[config.mk]
export PLATFORM = sky130hd
export DESIGN_NAME = fpc_top
export DESIGN_NICKNAME = d
export VERILOG_FILES = /design/src/logic/fpc_pkg.sv /design/src/logic/fpc_param_check.sv /design/src/logic/fpc_top.sv
export SDC_FILE = /design/constraint.sdc
export NUM_CORES = 1
export LEC_CHECK = 0
export ABC_AREA = 1
export BUFFER_PORTS_ARGS = -buffer_cell sky130_fd_sc_hd__buf_2
export CORE_MARGIN = 4
export CORE_UTILIZATION = 42
export CTS_BUF_LIST = sky130_fd_sc_hd__clkbuf_8
export CTS_CLUSTER_DIAMETER = 150
export DETAILED_ROUTE_END_ITERATION = 8
export MAX_ROUTING_LAYER = met4
export PLACE_DENSITY = 0.78
export RECOVER_POWER = 50
export SYNTH_ARGS = -nofsm -noshare
export SYNTH_HDL_FRONTEND = slang
export SYNTH_SLANG_ARGS = --single-unit
[constraint.sdc]
create_clock -name mclk -period 1.45 [get_ports mclk]
set_input_delay 0.145 -clock mclk [delete_from_list [all_inputs] [get_ports mclk]]
set_output_delay 0.145 -clock mclk [all_outputs]
set_load 0.01 [all_outputs]
[src/logic/fpc_pkg.sv]
// Constants and types for the flash program/erase parameter checker
// Overview of operation
// - Before an erase the key register is compared with 8'h5a and bit 4 is set on mismatch, cleared on match.
// - The erase block number must lie inside the memory array's block range, else bit 3 is set.
// - Bits 2 and 1 of the erase result byte always read as zero.
// - Bit 0 of the erase result byte is 0 for a clean erase and 1 for an abnormal end.
// - A destination address outside the flash area raises the write-address error.
// - A destination address not on a 128-byte boundary raises the write-address error.
// - Each program operation writes one contiguous 128-byte unit starting at the destination address.
// - Bit 6 is set when the flash is in its error protection state at erase start or during the erase, and is cleared at an erase start without it.
// - Bit 5 is set when the array could not be erased or flash settings changed mid-operation.
package fpc_pkg;

    localparam logic [7:0]  KEY_VALUE        = 8'h5a;
    localparam int          BIT_MODE_ERR     = 6;
    localparam int          BIT_EXEC_ERR     = 5;
    localparam int          BIT_KEY_ERR      = 4;
    localparam int          BIT_BLOCK_ERR    = 3;
    localparam int          BIT_PASS_FAIL    = 0;
    localparam logic [7:0]  STATUS_RESET     = 8'h00;
    localparam logic [15:0] FREQ_MIN_CODE    = 16'h0320;
    localparam logic [15:0] FREQ_MAX_CODE    = 16'h0dac;
    localparam logic [31:0] PROG_UNIT_BYTES  = 32'h0000_0080;
    localparam int          PROG_ALIGN_BITS  = 7;
    localparam logic [31:0] ADDR_RESET       = 32'h0000_0000;

    typedef enum logic [1:0] {
        ST_IDLE,
        ST_ERASE_WAIT,
        ST_PROG_WAIT
    } fpc_state_t;

    typedef struct packed {
        logic       unused7;
        logic       mode_error_flag;
        logic       erase_execution_error_flag;
        logic       key_error_flag;
        logic       block_select_error_flag;
        logic [1:0] unused21;
        logic       pass_fail_flag;
    } fpc_erase_status_t;

    typedef struct packed {
        logic key_error;
        logic block_error;
        logic addr_error;
        logic freq_ok;
    } fpc_check_t;

endpackage

[src/logic/fpc_param_check.sv]
// Combinational parameter checks for erase and program requests
`timescale 1ns/1ns
module fpc_param_check #(
    parameter logic [31:0] NUM_BLOCKS  = 32'h0000_0014,
    parameter logic [31:0] FLASH_BASE  = 32'h0000_0000,
    parameter logic [31:0] FLASH_BYTES = 32'h0010_0000
) (
    input  wire logic [7:0]          flash_key_register,
    input  wire logic [31:0]         erase_block_number,
    input  wire logic [31:0]         operating_frequency_param,
    input  wire logic [31:0]         program_destination_address,
    output fpc_pkg::fpc_check_t      check
);

    logic [31:0] last_unit;
    logic        out_of_area;
    logic        misaligned;

    assign last_unit = FLASH_BASE + FLASH_BYTES - fpc_pkg::PROG_UNIT_BYTES;

    assign check.key_error = (flash_key_register != fpc_pkg::KEY_VALUE);
    assign check.block_error = (erase_block_number >= NUM_BLOCKS);
    assign out_of_area = (program_destination_address < FLASH_BASE) ||
                         (program_destination_address > last_unit);
    assign misaligned = |program_destination_address[fpc_pkg::PROG_ALIGN_BITS-1:0];
    assign check.addr_error = out_of_area | misaligned;
    // Informational only, software owns the window
    assign check.freq_ok = (operating_frequency_param[31:16] == 16'h0000) &&
                           (operating_frequency_param[15:0] >= fpc_pkg::FREQ_MIN_CODE) &&
                           (operating_frequency_param[15:0] <= fpc_pkg::FREQ_MAX_CODE);

endmodule // fpc_param_check

[src/logic/fpc_top.sv]
// Flash program/erase sequencer with parameter checks and result reporting
`timescale 1ns/1ns
module fpc_top #(
    parameter logic [31:0] NUM_BLOCKS  = 32'h0000_0014,
    parameter logic [31:0] FLASH_BASE  = 32'h0000_0000,
    parameter logic [31:0] FLASH_BYTES = 32'h0010_0000
) (
    input  wire logic        mclk,
    input  wire logic        reset,
    input  wire logic        erase_start,
    input  wire logic        program_start,
    input  wire logic [7:0]  flash_key_register,
    input  wire logic [31:0] erase_block_number,
    input  wire logic [31:0] operating_frequency_param,
    input  wire logic [31:0] program_destination_address,
    input  wire logic        error_protection_state,
    input  wire logic        settings_changed,
    input  wire logic        array_done,
    input  wire logic        array_fail,
    output logic [7:0]       erase_result_status,
    output logic             write_address_error_flag,
    output logic             program_fail_flag,
    output logic             frequency_ok,
    output logic             erase_req,
    output logic [31:0]      erase_block,
    output logic             program_req,
    output logic [31:0]      program_unit_address,
    output logic             busy,
    output logic             op_done
);

    typedef struct packed {
        fpc_pkg::fpc_state_t        state;
        fpc_pkg::fpc_erase_status_t status;
        logic                       addr_err;
        logic                       prog_fail;
        logic                       freq_ok;
        logic                       erase_req;
        logic [31:0]                block;
        logic                       prog_req;
        logic [31:0]                prog_addr;
        logic                       busy;
        logic                       done;
    } fpc_regs_t;

    fpc_regs_t           state_reg;
    fpc_regs_t           state_next;
    fpc_pkg::fpc_check_t check;

    // Checks are combinational; results are sampled at the taking edge
    fpc_param_check #(
        .NUM_BLOCKS  (NUM_BLOCKS),
        .FLASH_BASE  (FLASH_BASE),
        .FLASH_BYTES (FLASH_BYTES)
    ) u_check (
        .flash_key_register          (flash_key_register),
        .erase_block_number          (erase_block_number),
        .operating_frequency_param   (operating_frequency_param),
        .program_destination_address (program_destination_address),
        .check                       (check)
    );

    // Checks that skip the array, per kind of request
    function automatic logic start_refused(
        input logic                prot,
        input fpc_pkg::fpc_check_t chk,
        input logic                is_erase
    );
        if (is_erase)
        begin
            return prot | chk.key_error | chk.block_error;
        end
        return prot | chk.addr_error;
    endfunction

    // Array failure or register disturbance ends the operation in error
    function automatic logic exec_fault(
        input logic changed,
        input logic done,
        input logic fail
    );
        return changed | (done & fail);
    endfunction

    always_comb
    begin
        state_next      = state_reg;
        // Done is a one-cycle pulse
        state_next.done = 1'b0;
        unique case (state_reg.state)
            fpc_pkg::ST_IDLE:
            begin
                // Starts while busy are ignored; erase wins over program
                if (erase_start)
                begin
                    state_next.freq_ok = check.freq_ok;
                    state_next.status.mode_error_flag = error_protection_state;
                    state_next.status.key_error_flag = check.key_error;
                    state_next.status.block_select_error_flag = check.block_error;
                    state_next.status.erase_execution_error_flag = 1'b0;
                    if (start_refused(error_protection_state, check, 1'b1))
                    begin
                        state_next.status.pass_fail_flag = 1'b1;
                        state_next.done                  = 1'b1;
                    end
                    else
                    begin
                        state_next.status.pass_fail_flag = 1'b0;
                        state_next.erase_req             = 1'b1;
                        state_next.block                 = erase_block_number;
                        state_next.busy                  = 1'b1;
                        state_next.state                 = fpc_pkg::ST_ERASE_WAIT;
                    end
                end
                else if (program_start)
                begin
                    state_next.freq_ok = check.freq_ok;
                    state_next.addr_err = check.addr_error;
                    if (start_refused(error_protection_state, check, 1'b0))
                    begin
                        state_next.prog_fail = 1'b1;
                        state_next.done      = 1'b1;
                    end
                    else
                    begin
                        state_next.prog_fail = 1'b0;
                        state_next.prog_req  = 1'b1;
                        state_next.prog_addr = program_destination_address;
                        state_next.busy      = 1'b1;
                        state_next.state     = fpc_pkg::ST_PROG_WAIT;
                    end
                end
            end
            fpc_pkg::ST_ERASE_WAIT:
            begin
                if (exec_fault(settings_changed, array_done, array_fail))
                begin
                    state_next.status.erase_execution_error_flag = 1'b1;
                end
                // Protection seen mid-erase still marks the mode error
                if (error_protection_state)
                begin
                    state_next.status.mode_error_flag = 1'b1;
                end
                if (array_done)
                begin
                    state_next.status.pass_fail_flag =
                        state_next.status.erase_execution_error_flag |
                        state_next.status.mode_error_flag;
                    state_next.erase_req = 1'b0;
                    state_next.busy      = 1'b0;
                    state_next.done      = 1'b1;
                    state_next.state     = fpc_pkg::ST_IDLE;
                end
            end
            fpc_pkg::ST_PROG_WAIT:
            begin
                // Program shares the array fault path with erase
                if (exec_fault(settings_changed, array_done, array_fail))
                begin
                    state_next.prog_fail = 1'b1;
                end
                if (array_done)
                begin
                    state_next.prog_req = 1'b0;
                    state_next.busy     = 1'b0;
                    state_next.done     = 1'b1;
                    state_next.state    = fpc_pkg::ST_IDLE;
                end
            end
            default:
            begin
                state_next.state = fpc_pkg::ST_IDLE;
            end
        endcase
        state_next.status.unused7  = 1'b0;
        state_next.status.unused21 = 2'b00;
    end

    always_ff @(posedge mclk)
    begin
        if (reset)
        begin
            state_reg.state     <= fpc_pkg::ST_IDLE;
            state_reg.status    <= fpc_pkg::STATUS_RESET;
            state_reg.addr_err  <= 1'b0;
            state_reg.prog_fail <= 1'b0;
            state_reg.freq_ok   <= 1'b0;
            state_reg.erase_req <= 1'b0;
            state_reg.block     <= fpc_pkg::ADDR_RESET;
            state_reg.prog_req  <= 1'b0;
            state_reg.prog_addr <= fpc_pkg::ADDR_RESET;
            state_reg.busy      <= 1'b0;
            state_reg.done      <= 1'b0;
        end
        else
        begin
            state_reg <= state_next;
        end
    end

    // Outputs are plain register taps
    assign erase_result_status      = state_reg.status;
    assign write_address_error_flag = state_reg.addr_err;
    assign program_fail_flag        = state_reg.prog_fail;
    assign frequency_ok             = state_reg.freq_ok;
    assign erase_req                = state_reg.erase_req;
    assign erase_block              = state_reg.block;
    assign program_req              = state_reg.prog_req;
    assign program_unit_address     = state_reg.prog_addr;
    assign busy                     = state_reg.busy;
    assign op_done                  = state_reg.done;

endmodule // fpc_top

After elaboration in Yosys (flattened, before gate mapping)
Cells that the tools add are included.
W data, S select, Z words.
{"block": "word_totals", "output_inout_bits": 79, "elab_cells": 109, "ff_bits": 81, "in_bits": 112}
{"block": "classes", "magnitude_cmp": 5, "muxes": 39, "n_reduce_logical": 23, "bitwise": 10, "n_eq_ne": 15}
{"operator": "$mux W33", "count": 3}
{"operator": "$mux W35", "count": 1}
{"operator": "$mux W34", "count": 1}
{"operator": "$ge A32 B5 Y1 const B", "count": 1}
{"operator": "$gt A32 B20 Y1 const B", "count": 1}
{"operator": "$lt A32 B1 Y1 const B", "count": 1}
{"operator": "$mux W1", "count": 18}
{"operator": "$ge A16 B10 Y1 const B", "count": 1}
{"operator": "$le A16 B12 Y1 const B", "count": 1}
{"operator": "$logic_not A16 Y1", "count": 1}
{"operator": "$mux W2", "count": 8}
{"operator": "$ne A2 B2 Y1 const B", "count": 8}
{"operator": "$reduce_and A4 Y1", "count": 4}
{"operator": "$pmux W2 S2", "count": 3}
{"operator": "$reduce_and A5 Y1", "count": 2}
{"operator": "$ne A3 B3 Y1 const B", "count": 3}
{"operator": "$reduce_and A3 Y1", "count": 3}
{"operator": "$ne A8 B7 Y1 const B", "count": 1}
{"operator": "$pmux W1 S2", "count": 4}
{"operator": "$reduce_bool A2 Y1", "count": 4}
{"operator": "$reduce_or A7 Y1", "count": 1}
{"operator": "$or A1 B1 Y1", "count": 6}
{"operator": "$reduce_and A2 Y1", "count": 3}
{"operator": "$mux W4", "count": 1}
{"operator": "9 further kinds", "count": 12}

Longest topological paths before layout
{"block": "depth", "word_depth": 10, "ltp_mapped": 11, "mapped_depth_nobuf": 11}

Modules after synthesis
A second synthesis with hierarchy kept.
{"block": "hier_totals", "hier_cells": 564, "area_unflattened_um2": 4316.6}
{"module": "fpc_top", "n_inst": 1, "cells_per_inst": 478, "area_each_um2": 3927.5, "seq_area_each_um2": 1561.5}
{"module": "fpc_param_check", "n_inst": 1, "cells_per_inst": 86, "area_each_um2": 389.1, "seq_area_each_um2": 0.0}

Least setup slack after synthesis
Ideal clock, no wire load.
{"block": "synth_timing", "path_type": "register to register", "startpoint": "register state_reg[79] (netlist name)", "endpoint": "register erase_req (netlist name)", "slack_ns": -0.153, "n_path_buf": 0, "arrival_time_ns": 1.476, "required_ns": 1.322, "setup_ns": 0.128, "stages_incl_launch_ff": 11, "period_less_slack_ns": 1.603, "path_cell_list": "dfxtp_1 inv_1 ha_1 nand2_1 clkinv_1 a21oi_1 a21oi_1 o21ai_0 nand2_1 o21ai_0 nor2_1"}
{"block": "synth_between", "elab_chain_len": 3, "word_cells_on_any_way": 8, "classes_between": "eq/ne: 4; mux: 1; reduce/logical: 3"}
{"item": "from (decl)", "line_no": "fpc_top.sv:46", "text": "fpc_regs_t state_reg;"}
{"item": "from (signal assigned)", "line_no": "fpc_top.sv:198", "text": "state_reg <= state_next;"}
{"item": "$eq A2 B1 Y1 or $logic_not A2 Y1 (tied branches)", "line_no": "fpc_top.sv:90", "text": "unique case (state_reg.state)"}
{"item": "$ne A2 B2 Y1 (no line) or $reduce_bool A2 Y1 (tied branches)"}
{"item": "$reduce_and A4 Y1 (no line)"}
Several ways; a longest one is shown, not always the timed one.
A chain may end at the register's enable or synchronous reset.

Worst setup path in the final report
{"block": "layout_timing", "startpoint": "register state_reg[80] (netlist name)", "endpoint": "register state_reg (netlist bit program_unit_address[16])"}
{"block": "layout_between", "elab_chain_len": 2}
{"item": "$logic_not A2 Y1", "line_no": "fpc_top.sv:90"}
{"item": "$reduce_and A4 Y1 (no line)"}
No other way between the ends.

==> metrics.txt <==
# TYPE chip_impl_metric gauge
chip_impl_metric{name="maxCapViolations",unit=""} 0
chip_impl_metric{name="design.core.area",unit="µm²"} 8380
chip_impl_metric{name="min_period_over_period",unit=""} 0.981
chip_impl_metric{name="worstPathArrival",unit="ns"} 1.66
chip_impl_metric{name="cts-buffers-inserted",unit=""} 9
chip_impl_metric{name="hold_viol_final",unit=""} 0
chip_impl_metric{name="postSynthCellCount",unit=""} 487
chip_impl_metric{name="placed_cells_incl_taps",unit=""} 721
chip_impl_metric{name="fmaxAchievable",unit="MHz"} 703
chip_impl_metric{name="grt_first_pass_wirelength",unit="µm"} 13700
chip_impl_metric{name="synth-xor-area-share",unit=""} 0
chip_impl_metric{name="dr.pass1.iters",unit=""} 4
chip_impl_metric{name="period_minus_slack",unit="ns"} 1.42
chip_impl_metric{name="initial_core_utilization",unit=""} 0.441
chip_impl_metric{name="drc_errors",unit=""} 0
chip_impl_info{name="worst_hold_path_type",value="in -> reg"} 1
chip_impl_metric{name="layout-drive-gt1-share",unit=""} 0.324
chip_impl_metric{name="timing.reg2reg.worst_path_depth",unit=""} 10
chip_impl_metric{name="slew_viol_final",unit=""} 0
chip_impl_info{name="worst_setup_path_end_kind",value="register"} 1
chip_impl_metric{name="worstPathMaxFanout",unit=""} 13
chip_impl_metric{name="clk_pin_slew",unit="ns"} 0.08
chip_impl_metric{name="leak_pwr",unit="nW"} 2.45
chip_impl_metric{name="antenna_left",unit=""} 0
chip_impl_metric{name="worst_hold_slack",unit="ns"} 0.0226
chip_impl_metric{name="number_of_synthesized_register_bits",unit=""} 78
chip_impl_metric{name="mappedNetlistArea",unit="µm²"} 3690
chip_impl_metric{name="io_buffers",unit=""} 187
chip_impl_metric{name="final_net_count",unit=""} 750
chip_impl_info{name="final_cell_mix",value="sky130_fd_sc_hd__buf_2 (125), sky130_fd_sc_hd__dfxtp_1 (76), sky130_fd_sc_hd__inv_1 (70), sky130_fd_sc_hd__clkbuf_1 (62), sky130_fd_sc_hd__nor2_1 (61)"} 1
chip_impl_metric{name="vias",unit=""} 3387
chip_impl_info{name="rsz_0062_raised_after_global_routing",value="yes"} 1
chip_impl_metric{name="synthAdderAreaFrac",unit=""} 0.0135
chip_impl_metric{name="grt_util_all_layers",unit=""} 0.169
chip_impl_info{name="final_common_cell",value="sky130_fd_sc_hd__buf_2"} 1
chip_impl_metric{name="cellPowerDensity",unit="nW/µm²"} 930
chip_impl_info{name="setup.worst_path.end",value="program_unit_address[16]$_SDFFE_PP0P_"} 1
chip_impl_metric{name="first_global_vias",unit=""} 3227
chip_impl_metric{name="ios",unit=""} 191
chip_impl_info{name="cts_tree",value="yes"} 1
chip_impl_info{name="synth_top_family_by_area",value="buffers and inverters"} 1
chip_impl_info{name="worstSetupStartpointType",value="register"} 1
chip_impl_metric{name="synth_sequential_area_ratio",unit=""} 0.423
chip_impl_metric{name="cts.htree.levels",unit=""} 3
chip_impl_metric{name="areaGrowthSynthToFinish",unit="%"} 28.2
chip_impl_metric{name="grt_antenna_before_repair",unit=""} 0
chip_impl_metric{name="die_w",unit="µm"} 102
chip_impl_metric{name="synth_compound_area_frac",unit=""} 0.0762
chip_impl_metric{name="mean_post_synth_cell_area",unit="µm²"} 7.59
chip_impl_info{name="critical_path.reg2reg.startpoint",value="state_reg[80]$_SDFFE_PP0P_"} 1
chip_impl_info{name="cts_root_buf",value="sky130_fd_sc_hd__clkbuf_8"} 1
chip_impl_metric{name="grt-ovfl-total",unit=""} 0
chip_impl_metric{name="setup_viol",unit=""} 0
chip_impl_metric{name="yosys.cell_types.count",unit=""} 34
chip_impl_metric{name="synth.area.mux_share",unit=""} 0
chip_impl_metric{name="drt-vias-per-instance",unit=""} 4.56
chip_impl_metric{name="place.gp.congestion",unit=""} 0.837
chip_impl_info{name="worst-setup-path-type",value="reg -> reg"} 1
chip_impl_metric{name="latest_clock_arrival_within_the_worst_skew_pair",unit="ns"} 0.33
chip_impl_metric{name="grt_start_max_net_pins",unit=""} 32
chip_impl_metric{name="wire_per_inst",unit="µm"} 12.0
chip_impl_metric{name="routed_wl",unit="µm"} 8900
chip_impl_metric{name="die_y",unit="µm"} 102
chip_impl_metric{name="clock-sinks",unit=""} 78
chip_impl_metric{name="die_area",unit="µm²"} 10400
chip_impl_metric{name="power",unit="mW"} 4.40
chip_impl_metric{name="timing.clock.skew",unit="ns"} 0.00538
chip_impl_metric{name="number_of_cells_in_the_finished_layout_apart_from_fillers",unit=""} 743
chip_impl_info{name="reg2reg_to",value="program_unit_address[16]$_SDFFE_PP0P_"} 1
chip_impl_info{name="critical_path.startpoint",value="state_reg[80]$_SDFFE_PP0P_"} 1
chip_impl_metric{name="post_cts_hold_buffer_count",unit=""} 0
chip_impl_metric{name="r2r_slack",unit="ns"} 0.03
chip_impl_metric{name="crit_path_required_time",unit="ns"} 1.68
chip_impl_metric{name="summed_negative_setup_slack_over_all_endpoints",unit="ns"} 0
chip_impl_metric{name="hpwlAfterDp",unit="µm"} 6980
chip_impl_metric{name="vdd_ir_max",unit="mV"} 0.627
chip_impl_metric{name="clockBufferDepth",unit=""} 2
chip_impl_metric{name="insertedDiodeCount",unit=""} 0
chip_impl_metric{name="synthesis.yosys.warnings",unit=""} 0
chip_impl_metric{name="synth_simple_gate_area_frac",unit=""} 0.242
chip_impl_metric{name="initial_drt_markers",unit=""} 109
chip_impl_info{name="status",value="completed"} 1
chip_impl_metric{name="row_cnt",unit=""} 33
==> logic make-up after synthesis <==
group                      Yosys count
and+or+nand+nor                    189
buffers and inverters              163
DFF                                 78
AOI/OAI and AO/OA                   52
adders and majority gates            4
other                                1
==> repair_timing <==
item | 4_1_cts | 5_1_grt
pin swaps | 5 | 13
gates resized for setup | 20 | 31
setup buffers | 4 | 4
setup endpoints to repair | 44 | 40
gates cloned | 1 | 0
==> critical path, cell delays in order (launching register included) <==
cell                      delay, ns
sky130_fd_sc_hd__dfxtp_2       0.33
sky130_fd_sc_hd__inv_2         0.07
sky130_fd_sc_hd__ha_4          0.16
sky130_fd_sc_hd__inv_4         0.04
sky130_fd_sc_hd__nor2_4        0.13
sky130_fd_sc_hd__inv_2         0.08
sky130_fd_sc_hd__nor2_8        0.16
sky130_fd_sc_hd__buf_6         0.14
sky130_fd_sc_hd__inv_6         0.06
sky130_fd_sc_hd__nor2_1        0.09
sky130_fd_sc_hd__nor2_1        0.05
==> stage by stage <==
stage / instance area (µm²) / utilization / worst slack (ns)
finish: 4740 / 0.565 / 0.0282
global route: 4740 / 0.565 / -0.0442
CTS: 4730 / 0.564 / -0.00136
detailed placement: 4380 / 0.522 / -0.138
global placement: 4380 / 0.522 / -0.120
floorplan: 3710 / - / 0.000217
==> cell type report <==
class	count	area [µm²]
Clock buffer	9	124
Clock inverter	6	111
Fill cell	823	3650
Inverter	76	298
Multi-Input combinational cell	248	1350
Sequential cell	78	1560
Tap cell	105	131
Timing Repair Buffer	221	1160
==> cell usage after synthesis, drive strengths merged <==
cell type  count  share of area
ha             4          0.014
nor4           3         0.0051
and2           2         0.0034
nand3         39          0.056
o21ai         31          0.042
a21o           1         0.0020
clkbuf         5         0.0051
buf           82           0.16
nor3b         19          0.039
a21oi         13          0.018
o2111ai        1         0.0024
nor3           1         0.0014
dfxtp         78           0.42
a221oi         1         0.0024
a31oi          2         0.0034
nand2         48          0.049
clkinv         1         0.0010
o311ai         1         0.0024
o21a           1         0.0020
conb           1         0.0010
nor2          72          0.080
inv           75          0.076
or2            2         0.0034
nand4          3         0.0051
a211oi         1         0.0020
==> where the power goes <==
part           switching, mW  internal [mW]  total, mW
registers            0.00750           2.16       2.16
clock network          0.742           1.13       1.88
logic                  0.184          0.182      0.366
total                  0.934           3.47       4.40
==> metal layers <==
layer | GRT usage | share of wire
met5 | - | 0
met3 | 0.0530 | 0.082
met4 | 0.0440 | 0.0076
met2 | 0.301 | 0.51
met1 | 0.181 | 0.40
==> worst min path at each step <==
stage                                    startpoint                                     to  slack (ns)  cells past startpoint
detailed placement  program_destination_address[11]  program_unit_address[11]$_SDFFE_PP0P_        0.37                      3
finish              program_destination_address[10]  program_unit_address[10]$_SDFFE_PP0P_        0.02                      3
global placement    program_destination_address[10]  program_unit_address[10]$_SDFFE_PP0P_        0.37                      3
floorplan           program_destination_address[10]  program_unit_address[10]$_SDFFE_PP0P_        0.28                      2
CTS                 program_destination_address[11]  program_unit_address[11]$_SDFFE_PP0P_       0.007                      3
global route        program_destination_address[19]  program_unit_address[19]$_SDFFE_PP0P_        0.01                      3
(Power assumes the default switching activity.)
